$ cat config.mk
export PLATFORM = sky130hd
export DESIGN_NAME = operating_mode_control
export DESIGN_NICKNAME = d
export VERILOG_FILES = /design/src/pkg/opmode_pkg.sv /design/src/logic/operating_mode_control.sv
export SDC_FILE = /design/constraint.sdc
export NUM_CORES = 1
export LEC_CHECK = 0
export CORE_MARGIN = 5
export CORE_UTILIZATION = 45
export DETAILED_ROUTE_END_ITERATION = 10
export DONT_BUFFER_PORTS = 1
export GPL_TIMING_DRIVEN = 0
export PLACE_DENSITY_LB_ADDON = 0.3
export SETUP_SLACK_MARGIN = 0.1
export SLEW_MARGIN = 25
export SYNTH_ARGS = -nofsm -noshare
export SYNTH_HDL_FRONTEND = slang
export SYNTH_SLANG_ARGS = --single-unit
$ cat constraint.sdc
create_clock -name i_sys_clk -period 2.6 [get_ports i_sys_clk]
set_clock_uncertainty 0.05 [all_clocks]
set_input_delay 0.13 -clock i_sys_clk [delete_from_list [all_inputs] [get_ports i_sys_clk]]
set_output_delay 0.13 -clock i_sys_clk [all_outputs]
set_load 0.03 [all_outputs]
$ cat src/pkg/opmode_pkg.sv
// Package for the operating-mode control block: register map, fields, modes and size codes
package opmode_pkg;

  // ----------------------------------------------------------------
  // Register map (byte addresses)
  // ----------------------------------------------------------------
  localparam logic [7:0] CTRL_ADDR = 8'h00;    // Control: protection, paging, long-mode enable
  localparam logic [7:0] CSEG_ADDR = 8'h04;    // Code-segment attributes: long bit, default-size bit, privilege
  localparam logic [7:0] FLAGS_ADDR = 8'h08;   // Flags register write/update port
  localparam logic [7:0] MODE_ADDR = 8'h0C;    // Mode status, read only
  localparam logic [7:0] ATTR_ADDR = 8'h10;    // Decoded attributes, read only
  localparam logic [7:0] PREFIX_ADDR = 8'h14;  // Per-instruction prefix presence
  localparam logic [7:0] EFF_ADDR = 8'h18;     // Effective sizes after prefixes, read only

  // Control fields
  localparam int CTRL_PROT_BIT = 0;
  localparam int CTRL_PAGE_BIT = 1;
  localparam int CTRL_LME_BIT = 2;

  // Code-segment fields
  localparam int CSEG_LONG_BIT = 0;
  localparam int CSEG_DSIZE_BIT = 1;
  localparam int CSEG_CPL_LSB = 4;

  // Flags register write fields
  localparam int FLAGS_VM_BIT = 17;           // Position of the virtual-machine flag
  localparam int FLAGS_SRC_LSB = 24;          // Source of the update, 2 bits

  // Flags update sources
  localparam logic [1:0] SRC_FLAG_POP = 2'h0;
  localparam logic [1:0] SRC_TASK_SWITCH = 2'h1;
  localparam logic [1:0] SRC_INT_RETURN = 2'h2;

  // Prefix fields
  localparam int PFX_OPSIZE_BIT = 0;
  localparam int PFX_ADSIZE_BIT = 1;
  localparam int PFX_EXT_W_BIT = 2;
  localparam int PFX_EXT_BIT = 3;

  // Reset values
  localparam logic [31:0] CTRL_RESET = 32'h0000_0000;
  localparam logic [1:0] CPL_RESET = 2'h0;

  // Bus responses
  localparam logic [1:0] RESP_OKAY = 2'h0;
  localparam logic [1:0] RESP_SLVERR = 2'h2;

  // Size codes
  localparam logic [1:0] SIZE_16 = 2'h0;
  localparam logic [1:0] SIZE_32 = 2'h1;
  localparam logic [1:0] SIZE_64 = 2'h2;

  // Address-space limit codes: 1 Mbyte, 4 Gbytes, full 64-bit
  localparam logic [1:0] SPACE_1M = 2'h0;
  localparam logic [1:0] SPACE_4G = 2'h1;
  localparam logic [1:0] SPACE_FULL = 2'h2;

  localparam logic [1:0] PL_MAX = 2'h3;

  // Operating modes, one-hot
  typedef enum logic [5:0] {
    MODE_REAL = 6'b000001,
    MODE_PROT = 6'b000010,
    MODE_PROT_PAGED = 6'b000100,
    MODE_V86 = 6'b001000,
    MODE_LONG64 = 6'b010000,
    MODE_COMPAT = 6'b100000
  } op_mode_e;

  // Decoded mode attributes
  typedef struct packed {
    logic [1:0] addr_size;
    logic [1:0] oper_size;
    logic [1:0] space;
    logic [1:0] pl_min;
    logic [1:0] pl_max;
    logic reg_ext;
    logic paging;
    logic flat;
    logic long_mech;
  } mode_attr_s;

endpackage

$ cat src/logic/operating_mode_control.sv
// Operating-mode control: mode tracking, default sizes, limits and privilege decode
//
// Operation
// After reset the mode is real mode before any other mode.
// 64-bit submode: default address size 64, operand size 32.
// 64-bit submode: prefixes override; extension prefix selects 64-bit operands and added registers.
// 64-bit submode grants upper register halves and extra prefix-reached registers.
// 64-bit or compatibility submode chosen per code segment.
// 64-bit submode: flat space, paging required, segmentation largely off.
// Compatibility submode confines accesses to the lowest 4 Gbytes.
// Compatibility submode: size prefixes toggle 16/32-bit address and operand size.
// Compatibility submode uses long-mode translation, interrupt and structure mechanisms.
// Software enables protected mode before enabling long mode.
// Real mode never active while long mode operates.
// Real mode: 1 Mbyte, no paging, operand 16 default, 32 by prefix.
// Real mode runs everything at privilege level 0.
// Protected mode: 4 Gbyte spaces, operand size 16 or 32.
// Protected mode unpaged maps virtual to physical directly; paging optional.
// Protected mode supports privilege levels 0 through 3.
// Virtual-machine mode: 1 Mbyte, real translation, operand 16 default, 32 by prefix.
// Virtual-machine mode entered when the virtual-machine flag is set.
// Virtual-machine flag changes only on task switch or privileged return, not flag pop.
// With long mode enabled, entry to virtual-machine mode is silently ignored.
// Registered current mode drives decoded sizes and privilege range each cycle.
//
// Added by the designer: the AXI4-Lite register port and the register offsets.
`timescale 1ns/1ps

module operating_mode_control (
  // Clock and reset
  input wire logic i_sys_clk,
  input wire logic i_rst,
  // AXI4-Lite write address
  input wire logic [7:0] i_awaddr,
  input wire logic i_awvalid,
  output logic o_awready,
  // AXI4-Lite write data
  input wire logic [31:0] i_wdata,
  input wire logic [3:0] i_wstrb,
  input wire logic i_wvalid,
  output logic o_wready,
  // AXI4-Lite write response
  output logic [1:0] o_bresp,
  output logic o_bvalid,
  input wire logic i_bready,
  // AXI4-Lite read address
  input wire logic [7:0] i_araddr,
  input wire logic i_arvalid,
  output logic o_arready,
  // AXI4-Lite read data
  output logic [31:0] o_rdata,
  output logic [1:0] o_rresp,
  output logic o_rvalid,
  input wire logic i_rready,
  // Mode outputs
  output logic [5:0] o_mode,
  output opmode_pkg::mode_attr_s o_attr,
  output logic [1:0] o_eff_addr_size,
  output logic [1:0] o_eff_oper_size,
  output logic o_ext_regs
);

  // ----------------------------------------------------------------
  // State
  // ----------------------------------------------------------------
  // Architectural state and decoded next values
  logic prot_en;
  logic page_en;
  logic lme;
  logic cs_long;
  logic cs_dsize;
  logic [1:0] cpl;
  logic virtual_machine_flag;
  logic [3:0] prefix;
  opmode_pkg::op_mode_e mode;
  opmode_pkg::op_mode_e next_mode;
  opmode_pkg::mode_attr_s next_attr;
  logic [1:0] next_eff_addr;
  logic [1:0] next_eff_oper;
  logic next_ext;

  // Bus holding registers
  logic aw_held;
  logic w_held;
  logic [7:0] aw_addr;
  logic [31:0] w_data;
  logic [3:0] w_strb;
  logic wr_fire;
  logic wr_hit;
  // Read path
  logic [31:0] rd_word;
  logic rd_hit;

  // ----------------------------------------------------------------
  // AXI4-Lite write channel
  // ----------------------------------------------------------------
  // Fires once both halves are held and no answer pends
  assign wr_fire = aw_held && w_held && !o_bvalid;

  // Capture address and data in either order, answer once both are in
  always_ff @(posedge i_sys_clk or posedge i_rst) begin
    if (i_rst) begin
      aw_held <= 1'b0;
      w_held <= 1'b0;
      aw_addr <= 8'h00;
      w_data <= 32'h0000_0000;
      w_strb <= 4'h0;
      o_awready <= 1'b0;
      o_wready <= 1'b0;
      o_bvalid <= 1'b0;
      o_bresp <= opmode_pkg::RESP_OKAY;
    end else begin
      // Readies drop after a take and while an answer pends
      o_awready <= !aw_held && !(i_awvalid && o_awready) && !o_bvalid;
      o_wready <= !w_held && !(i_wvalid && o_wready) && !o_bvalid;
      // Address phase
      if (i_awvalid && o_awready) begin
        aw_held <= 1'b1;
        aw_addr <= i_awaddr;
      end
      // Data phase
      if (i_wvalid && o_wready) begin
        w_held <= 1'b1;
        w_data <= i_wdata;
        w_strb <= i_wstrb;
      end
      // Both halves in: answer and free the holders
      if (wr_fire) begin
        aw_held <= 1'b0;
        w_held <= 1'b0;
        o_bvalid <= 1'b1;
        o_bresp <= wr_hit ? opmode_pkg::RESP_OKAY : opmode_pkg::RESP_SLVERR;
      end else if (o_bvalid && i_bready) begin
        // Answer stands until bready
        o_bvalid <= 1'b0;
      end
    end
  end

  // Writable addresses
  always_comb begin
    case (aw_addr)
      opmode_pkg::CTRL_ADDR, opmode_pkg::CSEG_ADDR, opmode_pkg::FLAGS_ADDR, opmode_pkg::PREFIX_ADDR: wr_hit = 1'b1;
      default: wr_hit = 1'b0;
    endcase
  end

  // ----------------------------------------------------------------
  // Control and segment registers
  // ----------------------------------------------------------------
  // Control bits; long mode needs protection and paging set in the same write
  always_ff @(posedge i_sys_clk or posedge i_rst) begin
    if (i_rst) begin
      prot_en <= opmode_pkg::CTRL_RESET[opmode_pkg::CTRL_PROT_BIT];
      page_en <= opmode_pkg::CTRL_RESET[opmode_pkg::CTRL_PAGE_BIT];
      lme <= opmode_pkg::CTRL_RESET[opmode_pkg::CTRL_LME_BIT];
    end else if (wr_fire && aw_addr == opmode_pkg::CTRL_ADDR && w_strb[0]) begin
      // Protect holds while long mode stays requested
      prot_en <= w_data[opmode_pkg::CTRL_PROT_BIT] | (lme & w_data[opmode_pkg::CTRL_LME_BIT]);
      // Paging follows the write
      page_en <= w_data[opmode_pkg::CTRL_PAGE_BIT];
      // Long mode activates only over paged protected mode; else the request is dropped
      lme <= w_data[opmode_pkg::CTRL_LME_BIT] & w_data[opmode_pkg::CTRL_PROT_BIT]
             & w_data[opmode_pkg::CTRL_PAGE_BIT];
    end
  end

  // Code-segment attributes select the long submode per segment
  always_ff @(posedge i_sys_clk or posedge i_rst) begin
    if (i_rst) begin
      cs_long <= 1'b0;
      cs_dsize <= 1'b0;
      cpl <= opmode_pkg::CPL_RESET;
    end else if (wr_fire && aw_addr == opmode_pkg::CSEG_ADDR && w_strb[0]) begin
      cs_long <= w_data[opmode_pkg::CSEG_LONG_BIT];
      cs_dsize <= w_data[opmode_pkg::CSEG_DSIZE_BIT];
      // Privilege of the running segment
      cpl <= w_data[opmode_pkg::CSEG_CPL_LSB +: 2];
    end
  end

  // Virtual-machine flag: only task switch or privileged return may change it, and long mode clears it
  always_ff @(posedge i_sys_clk or posedge i_rst) begin
    if (i_rst) begin
      virtual_machine_flag <= 1'b0;
    end else if (lme) begin
      // Entry attempts are dropped, no error
      virtual_machine_flag <= 1'b0;
    end else if (wr_fire && aw_addr == opmode_pkg::FLAGS_ADDR && w_strb[2] && w_strb[3]) begin
      // Only tagged sources may move the flag
      case (w_data[opmode_pkg::FLAGS_SRC_LSB +: 2])
        opmode_pkg::SRC_TASK_SWITCH: virtual_machine_flag <= w_data[opmode_pkg::FLAGS_VM_BIT] & prot_en;
        opmode_pkg::SRC_INT_RETURN: begin
          if (cpl == opmode_pkg::CPL_RESET) begin
            virtual_machine_flag <= w_data[opmode_pkg::FLAGS_VM_BIT] & prot_en;
          end
        end
        // Flag pop leaves it alone
        default: virtual_machine_flag <= virtual_machine_flag;
      endcase
    end
  end

  // Per-instruction prefix presence
  always_ff @(posedge i_sys_clk or posedge i_rst) begin
    if (i_rst) begin
      prefix <= 4'h0;
    end else if (wr_fire && aw_addr == opmode_pkg::PREFIX_ADDR && w_strb[0]) begin
      // Presence bits for the next instruction
      prefix <= w_data[3:0];
    end
  end

  // ----------------------------------------------------------------
  // Mode state machine
  // ----------------------------------------------------------------
  // Next mode from the control state
  always_comb begin
    next_mode = opmode_pkg::MODE_REAL;
    // Otherwise real mode
    if (lme && prot_en) begin
      // Long mode: submode from the code segment
      next_mode = cs_long ? opmode_pkg::MODE_LONG64 : opmode_pkg::MODE_COMPAT;
    end else if (prot_en && virtual_machine_flag && !lme) begin
      // Flag set over protection, long mode off
      next_mode = opmode_pkg::MODE_V86;
    end else if (prot_en) begin
      // Plain protection, paged or not
      next_mode = page_en ? opmode_pkg::MODE_PROT_PAGED : opmode_pkg::MODE_PROT;
    end
  end

  // Registered mode, real mode out of reset
  always_ff @(posedge i_sys_clk or posedge i_rst) begin
    if (i_rst) begin
      mode <= opmode_pkg::MODE_REAL;
    end else begin
      mode <= next_mode;
    end
  end

  // ----------------------------------------------------------------
  // Attribute decode
  // ----------------------------------------------------------------
  // Attributes and effective sizes of the registered mode
  always_comb begin
    next_attr = '0;
    next_eff_addr = opmode_pkg::SIZE_16;
    next_eff_oper = opmode_pkg::SIZE_16;
    next_ext = 1'b0;
    case (mode)
      // Real: 1 Mbyte, privilege 0 only
      opmode_pkg::MODE_REAL: begin
        next_attr.space = opmode_pkg::SPACE_1M;
        next_attr.pl_max = 2'h0;
        next_eff_oper = prefix[opmode_pkg::PFX_OPSIZE_BIT] ? opmode_pkg::SIZE_32 : opmode_pkg::SIZE_16;
        next_eff_addr = prefix[opmode_pkg::PFX_ADSIZE_BIT] ? opmode_pkg::SIZE_32 : opmode_pkg::SIZE_16;
      end
      // Virtual machine: fixed at privilege 3
      opmode_pkg::MODE_V86: begin
        next_attr.space = opmode_pkg::SPACE_1M;
        next_attr.pl_min = opmode_pkg::PL_MAX;
        next_attr.pl_max = opmode_pkg::PL_MAX;
        next_attr.paging = page_en;
        next_eff_oper = prefix[opmode_pkg::PFX_OPSIZE_BIT] ? opmode_pkg::SIZE_32 : opmode_pkg::SIZE_16;
        next_eff_addr = prefix[opmode_pkg::PFX_ADSIZE_BIT] ? opmode_pkg::SIZE_32 : opmode_pkg::SIZE_16;
      end
      // Segment sizes, toggled by prefixes
      opmode_pkg::MODE_PROT, opmode_pkg::MODE_PROT_PAGED, opmode_pkg::MODE_COMPAT: begin
        next_attr.addr_size = cs_dsize ? opmode_pkg::SIZE_32 : opmode_pkg::SIZE_16;
        next_attr.oper_size = cs_dsize ? opmode_pkg::SIZE_32 : opmode_pkg::SIZE_16;
        next_attr.space = opmode_pkg::SPACE_4G;
        next_attr.pl_max = opmode_pkg::PL_MAX;
        next_attr.paging = (mode != opmode_pkg::MODE_PROT);
        next_attr.long_mech = (mode == opmode_pkg::MODE_COMPAT);
        next_eff_oper = (cs_dsize ^ prefix[opmode_pkg::PFX_OPSIZE_BIT]) ? opmode_pkg::SIZE_32
                        : opmode_pkg::SIZE_16;
        next_eff_addr = (cs_dsize ^ prefix[opmode_pkg::PFX_ADSIZE_BIT]) ? opmode_pkg::SIZE_32
                        : opmode_pkg::SIZE_16;
      end
      // 64-bit: flat, paged, wide registers
      opmode_pkg::MODE_LONG64: begin
        next_attr.addr_size = opmode_pkg::SIZE_64;
        next_attr.oper_size = opmode_pkg::SIZE_32;
        next_attr.space = opmode_pkg::SPACE_FULL;
        next_attr.pl_max = opmode_pkg::PL_MAX;
        next_attr.reg_ext = 1'b1;
        next_attr.paging = 1'b1;
        next_attr.flat = 1'b1;
        next_attr.long_mech = 1'b1;
        next_eff_addr = prefix[opmode_pkg::PFX_ADSIZE_BIT] ? opmode_pkg::SIZE_32 : opmode_pkg::SIZE_64;
        // Extension W outranks the operand-size prefix
        if (prefix[opmode_pkg::PFX_EXT_BIT] && prefix[opmode_pkg::PFX_EXT_W_BIT]) begin
          next_eff_oper = opmode_pkg::SIZE_64;
        end else begin
          next_eff_oper = prefix[opmode_pkg::PFX_OPSIZE_BIT] ? opmode_pkg::SIZE_16 : opmode_pkg::SIZE_32;
        end
        next_ext = prefix[opmode_pkg::PFX_EXT_BIT];
      end
      // Unreachable for a one-hot mode
      default: begin
        next_attr = '0;
      end
    endcase
  end

  // Registered mode outputs
  always_ff @(posedge i_sys_clk or posedge i_rst) begin
    if (i_rst) begin
      o_mode <= opmode_pkg::MODE_REAL;
      o_attr <= '0;
      o_eff_addr_size <= opmode_pkg::SIZE_16;
      o_eff_oper_size <= opmode_pkg::SIZE_16;
      o_ext_regs <= 1'b0;
    end else begin
      o_mode <= mode;
      o_attr <= next_attr;
      // Sizes after prefixes
      o_eff_addr_size <= next_eff_addr;
      o_eff_oper_size <= next_eff_oper;
      o_ext_regs <= next_ext;
    end
  end

  // ----------------------------------------------------------------
  // AXI4-Lite read channel
  // ----------------------------------------------------------------
  // Read mux
  always_comb begin
    rd_word = 32'h0000_0000;
    rd_hit = 1'b1;
    case (i_araddr)
      opmode_pkg::CTRL_ADDR: begin
        rd_word[opmode_pkg::CTRL_PROT_BIT] = prot_en;
        rd_word[opmode_pkg::CTRL_PAGE_BIT] = page_en;
        rd_word[opmode_pkg::CTRL_LME_BIT] = lme;
      end
      opmode_pkg::CSEG_ADDR: begin
        rd_word[opmode_pkg::CSEG_LONG_BIT] = cs_long;
        rd_word[opmode_pkg::CSEG_DSIZE_BIT] = cs_dsize;
        rd_word[opmode_pkg::CSEG_CPL_LSB +: 2] = cpl;
      end
      opmode_pkg::FLAGS_ADDR: rd_word[opmode_pkg::FLAGS_VM_BIT] = virtual_machine_flag;
      opmode_pkg::MODE_ADDR: rd_word[5:0] = o_mode;
      opmode_pkg::ATTR_ADDR: rd_word[13:0] = o_attr;
      opmode_pkg::PREFIX_ADDR: rd_word[3:0] = prefix;
      opmode_pkg::EFF_ADDR: rd_word[4:0] = {o_ext_regs, o_eff_oper_size, o_eff_addr_size};
      // Unmapped: zero data, error answer
      default: rd_hit = 1'b0;
    endcase
  end

  // Read answer one cycle after the address is taken
  always_ff @(posedge i_sys_clk or posedge i_rst) begin
    if (i_rst) begin
      o_arready <= 1'b0;
      o_rvalid <= 1'b0;
      o_rdata <= 32'h0000_0000;
      o_rresp <= opmode_pkg::RESP_OKAY;
    end else begin
      // Ready drops after a take and while an answer pends
      o_arready <= !o_rvalid && !(i_arvalid && o_arready);
      if (i_arvalid && o_arready) begin
        o_rvalid <= 1'b1;
        o_rdata <= rd_word;
        o_rresp <= rd_hit ? opmode_pkg::RESP_OKAY : opmode_pkg::RESP_SLVERR;
      end else if (o_rvalid && i_rready) begin
        // Answer stands until rready
        o_rvalid <= 1'b0;
      end
    end
  end

endmodule

==> flow_summary.toml, run 1 <==
[global_route]
globalRouteTotalUtil = 0.1622
grt-ovfl-total = 0
grt_pass1_vias = 2497
grt_pass1_wl_um = 12500
grt_max_degree = 56
antenna_found_initial = 0

[cts]
htreeDepth = 3
postCtsSetupRepairBufs = 0
cts_tree = "built"
clk_pin_slew_worst_paths_ns = 0.09
cts.sinks = 79
clk_latency_ns = 0.35
numCtsBuffers = 9
cts_root_buf = "clkbuf_8"
clockBufferDepth = 2

[cells_and_area]
design_area_mm2 = 0.004229
fillers = 661
final_nets = 413
n_antenna_cell = 0
drive_above_1_share = 0.2284
area_delta_synth_final_pct = 21.32
instances_no_fill = 461

[routing]
antenna_left = 0
detail_route.vias_per_cell = 5.208
drtIter0Drc = 98
drtPass1Iterations = 4
drt_wl_total_um = 7518
routed-via-count = 2401
drc = 0
wire_per_inst_um = 16.31

[job]
drv_cap = 0

[placement]
dp_cells = 417
gp_congestion = 0.8202
place_hpwl_um = 5526
post_dp_cell_area_mm2 = 0.003719
place.port_buffers = 0

[sta]
relSlewSlack = 0.6187
finalMaxSlewViolations = 0
max_freq_mhz = 497.5
finalSetupViolCount = 0
finalHoldViolCount = 0
finalCritPeriodShare = 0.7731
min_period_ns = 2.010
tightest_slew_ns = 0.5720
rsz0062_at_grt = "no"

[setup_path]
cp-end-kind = "flop"
required_ns = 2.78
path_max_fanout = 4
critical_path_class = "reg2reg"
arrival_ns = 2.19
startpoint_type = "flop"

[yosys]
synth_most_common_cell = "dfrtp_1"
syn_inst = 294
synthArstFlopShare = 1.000
syn-cell-area_mm2 = 0.003486
synth_area_leader_cell = "dfrtp_1"
ys_seq_elements = 79
synth.area.top_cells = "dfrtp_1 (55%), mux2_2 (9.7%), buf_4 (5.8%), mux2i_1 (2.3%), a22o_1 (2.0%)"
synth_cell_types = 47
synth_top_flop_cell = "dfrtp_1"
synth_common_cells = "dfrtp_1 (77), mux2_2 (30), buf_4 (27), nor2_1 (13), o21ai_0 (12)"
ys_warn_count = 0
synth_edf_count = 0
syn_area_per_cell_um2 = 11.86
synth_top_area_share = 0.5528
yosysSeqAreaShare = 0.5678

[floorplan]
std_cell_rows = 32
num_io_pins = 125
start_util = 0.4558
die_area_mm2 = 0.009607
core_mm2 = 0.007647
die_h_um = 98.02
die_w_um = 98.02

[power]
total_power_mw = 3.386
cellPowerDensity_mw_per_mm2 = 800.7
max-vdd-ir-drop_uv = 587.6
p_leak_nw = 2.026

[run_status]
status = "complete, no violations"

[min_path]
hold_class = "in2reg"
==> critical path, stage by stage (launching register included) <==
cell	delay, ns
dfrtp_1	0.38
or4_4	0.56
nor4_2	0.28
nand3b_1	0.28
mux2_2	0.34
==> flip-flops by register name, summed over array words and instances (netlist names), 2 cells and up <==
register         flops
o_rdata             12
o_attr               9
w_data               9
aw_addr              8
mode                 6
o_mode               6
prefix               4
w_strb               3
cpl                  2
o_eff_addr_size      2
o_eff_oper_size      2
==> per-layer routing <==
| layer | global-route usage | share of wire | vias up |
|---|---|---|---|
| li1 | - | - | 1121 |
| met1 | 0.2002 | 0.42 | 1163 |
| met2 | 0.2550 | 0.47 | 103 |
| met3 | 0.07000 | 0.10 | 14 |
| met4 | 0.05751 | 0.013 | 0 |
| met5 | 0 | 0 | - |
==> worst paths after layout <==
kind / from / endpoint / slack [ns] / depth (start not counted)
min in group asynchronous: i_rst / o_rdata[17] / 0.17 / 2
worst max-delay path: aw_addr[0] / cs_dsize / 0.59 / 4
worst min register to register: mode[5] / o_mode[5] / 0.34 / 0
worst min-delay path: i_wvalid / w_data[4] / 0.03 / 2
worst max register to register: aw_addr[0] / cs_dsize / 0.59 / 4
max in group asynchronous: i_rst / o_mode[0] / 1.72 / 3
==> power breakdown <==
group | leakage, nW | internal, mW | switching [mW]
Combinational | 0.884 | 0.313 | 0.281
Clock | 0.109 | 0.572 | 0.462
Sequential | 1.03 | 1.47 | 0.287
==> logic make-up after synthesis <==
| group | share of synthesized area |
|---|---|
| flops | 0.5678 |
| simple gates | 0.1138 |
| compound gates | 0.09764 |
| buf+inv | 0.08327 |
| mux | 0.1263 |
| xor+xnor | 0.01005 |
| other cells | 0.001076 |
==> repair_timing <==
action                                 CTS  global route
endpoints found under the hold margin  105             0
gates resized for setup                  0             0
hold buffers                            28             0
==> stage by stage <==
step	utilization	hold slack, ns	worst slack, ns	setup TNS (ns)
2_1_floorplan	-	0.1764	0.3999	0
3_3_place_gp	0.4823	0.1785	-0.3506	-26.75
3_5_place_dp	0.4863	-0.05912	0.5978	0
4_1_cts	0.5530	0.002225	0.5759	0
5_1_grt	0.5530	0.01837	0.4801	0
6_report	0.5530	0.02870	0.5899	0
==> cell usage in the layout (no fill, tap or decap), types with 10 or more instances in the layout <==
master / instances
dlygate4sd3_1: 28
inv_1: 10
conb_1: 21
nor2_1: 13
clkbuf_8: 10
mux2_2: 30
buf_4: 27
o21ai_0: 12
dfrtp_1: 77
nand2_1: 11
clkbuf_1: 10
==> final cells by class <==
class | instances | area (µm²) | area share
sequential | 79 | 1979 | 0.4680
inverter | 11 | 43.79 | 0.01036
clock inverter | 6 | 92.59 | 0.02189
clock buffer | 10 | 137.6 | 0.03254
tap | 102 | 127.6 | 0.03018
buffer | 39 | 249.0 | 0.05888
multi-input combinational | 185 | 1291 | 0.3053
timing repair buffer | 29 | 307.8 | 0.07278
Power figures use the tool's default switching activity.
==> run 2, diff against run 1 <==
clock period = 1.7 ns   (was 2.6 ns; I/O delays follow)
==> flow_summary.toml, run 2 (synthesis results as in run 1) <==
[power]
power_frac_seq = 0.512
p_leak_nw = 2.118
p_sw_frac = 0.3177
cellPowerDensity_mw_per_mm2 = 1204
p_clk_frac = 0.305
total_power_mw = 5.292
internal_power_mw = 3.610
pwr-share-comb = 0.183
max-vdd-ir-drop_uv = 729.3
p_sw_mw = 1.681

[placement]
gp_congestion = 0.8002
place_hpwl_um = 5572
post_dp_cell_area_mm2 = 0.003741
place.port_buffers = 0

[sta]
fin_ws_ns = -0.2381
tightest_slew_ns = 0.5940
relSlewSlack = 0.6032
finalCritPeriodShare = 1.140
finalMaxSlewViolations = 0
max_freq_mhz = 516.0
finalSetupViolCount = 12
rsz0062_at_grt = "yes"
min_period_ns = 1.938
finalHoldViolCount = 0

[setup_path]
critical_path_class = "reg2reg"
cpLargestDelayFamily = "simple AND/OR/NAND/NOR gates"
slowest_stage = "or4_4"
startpoint_type = "flop"
arrival_ns = 2.12
path_max_fanout = 4
crit_path_max_incr_delay_ns = 0.58
path_cells = "or4_4, nor4_4, nand3b_1, buf_6, mux2_4"
cp-end-kind = "flop"
cp_num_buf_inv = 1
required_ns = 1.88

[routing]
drc = 0
detail_route.vias_per_cell = 5.166
drt_wl_total_um = 7620
antenna_left = 0
drtPass1Iterations = 4
drtIter0Drc = 95
routed-via-count = 2423
wire_per_inst_um = 16.25

[global_route]
grt_pass1_vias = 2447
antenna_found_initial = 0
grt_max_degree = 30
grt-ovfl-total = 0
globalRouteTotalUtil = 0.1596
grt_pass1_wl_um = 12200

[job]
drv_cap = 0

[cells_and_area]
finish.utilization = 0.5748
final_common_cell = "dfrtp_1"
largest_register_ffs = 12
n_antenna_cell = 0
area_delta_synth_final_pct = 26.09
seq_area_mm2 = 0.001982
design_area_mm2 = 0.004395
final_nets = 421
top_regs = "o_rdata: 12 flops, o_attr: 9 flops, w_data: 9 flops"
fillers = 634
regMostFlops = "o_rdata"
layout_common_cells = "dfrtp_1 (75), buf_4 (32), mux2_2 (29)"
drive_above_1_share = 0.2888
multi_input_area_mm2 = 0.001353

[floorplan]
num_io_pins = 125
std_cell_rows = 32
core_mm2 = 0.007647
die_w_um = 98.02
start_util = 0.4558
die_area_mm2 = 0.009607
die_h_um = 98.02

[min_path]
hold_class = "in2reg"

[cts]
clockBufferDepth = 2
htreeDepth = 3
clk_pin_slew_worst_paths_ns = 0.10
numCtsBuffers = 9
clk_latency_ns = 0.35
cts.sinks = 79
cts_tree = "built"
cts_root_buf = "clkbuf_8"

[run_status]
violations = "negative setup slack"
status = "finished, violations left"
-- run 2: changes by cell type in the layout (fill, tap and decap cells not counted), sizes merged --
cell / change
buf: +12
clkbuf: -5
inv: +3
clkinv: -1
clkinvlp: -1
-- run 2: power by group through the flow --
stage	clock, mW	sequential, mW	combinational [mW]
5_1_grt	1.76	2.76	1.08
6_report	1.61	2.71	0.969
2_1_floorplan	0	2.63	0.756
3_5_place_dp	0	2.74	0.874
3_3_place_gp	0	2.72	0.837
4_1_cts	1.66	2.70	0.946
-- run 2: timing repair --
action | 4_1_cts | 5_1_grt
resized for setup | 12 | 26
pin swaps | 3 | 3
hold endpoints to repair | 72 | 0
setup buffers | 4 | 3
hold buffers | 28 | 0
endpoints found under the setup margin | 33 | 28
-- run 2: final timing paths --
check / start / endpoint / slack, ns / cells past startpoint
hold / removal: i_araddr[0] / o_rdata[3] / 0.03 / 2
setup reg to reg: aw_addr[0] / cs_long / -0.24 / 5
max in group asynchronous: i_rst / mode[0] / 0.56 / 4
setup / recovery: aw_addr[0] / cs_long / -0.24 / 5
hold reg to reg: mode[3] / o_mode[3] / 0.36 / 0
min in group asynchronous: i_rst / o_rvalid / 0.23 / 2
-- run 2: area by class of cell --
cell class,instances,area share
Buffer,39,0.06262
Clock buffer,9,0.02818
Clock inverter,7,0.02477
Inverter,11,0.01025
Multi-Input combinational cell,185,0.3077
Sequential cell,79,0.4509
Tap cell,102,0.02903
Timing Repair Buffer,37,0.08654
-- run 2: metrics by stage --
step / worst slack [ns] / TNS (ns) / instances / hold slack, ns
final: -0.2381 / -2.018 / 469 / 0.02906
after global routing: -0.3065 / -2.790 / 469 / 0.001009
after CTS: -0.2305 / -1.972 / 466 / 0.01052
after detailed placement: -0.2603 / -2.757 / 418 / 0.002308
after global placement: -0.2504 / -2.490 / 416 / 0.1340
after floorplan: -0.07711 / -0.6686 / 314 / 0.1314
-- run 2: per-layer routing --
| metal | global-route usage | share of wire |
|---|---|---|
| met1 | 0.1973 | 0.43 |
| met2 | 0.2555 | 0.48 |
| met3 | 0.06357 | 0.089 |
| met4 | 0.05431 | 0.010 |
| met5 | 0 | 0 |
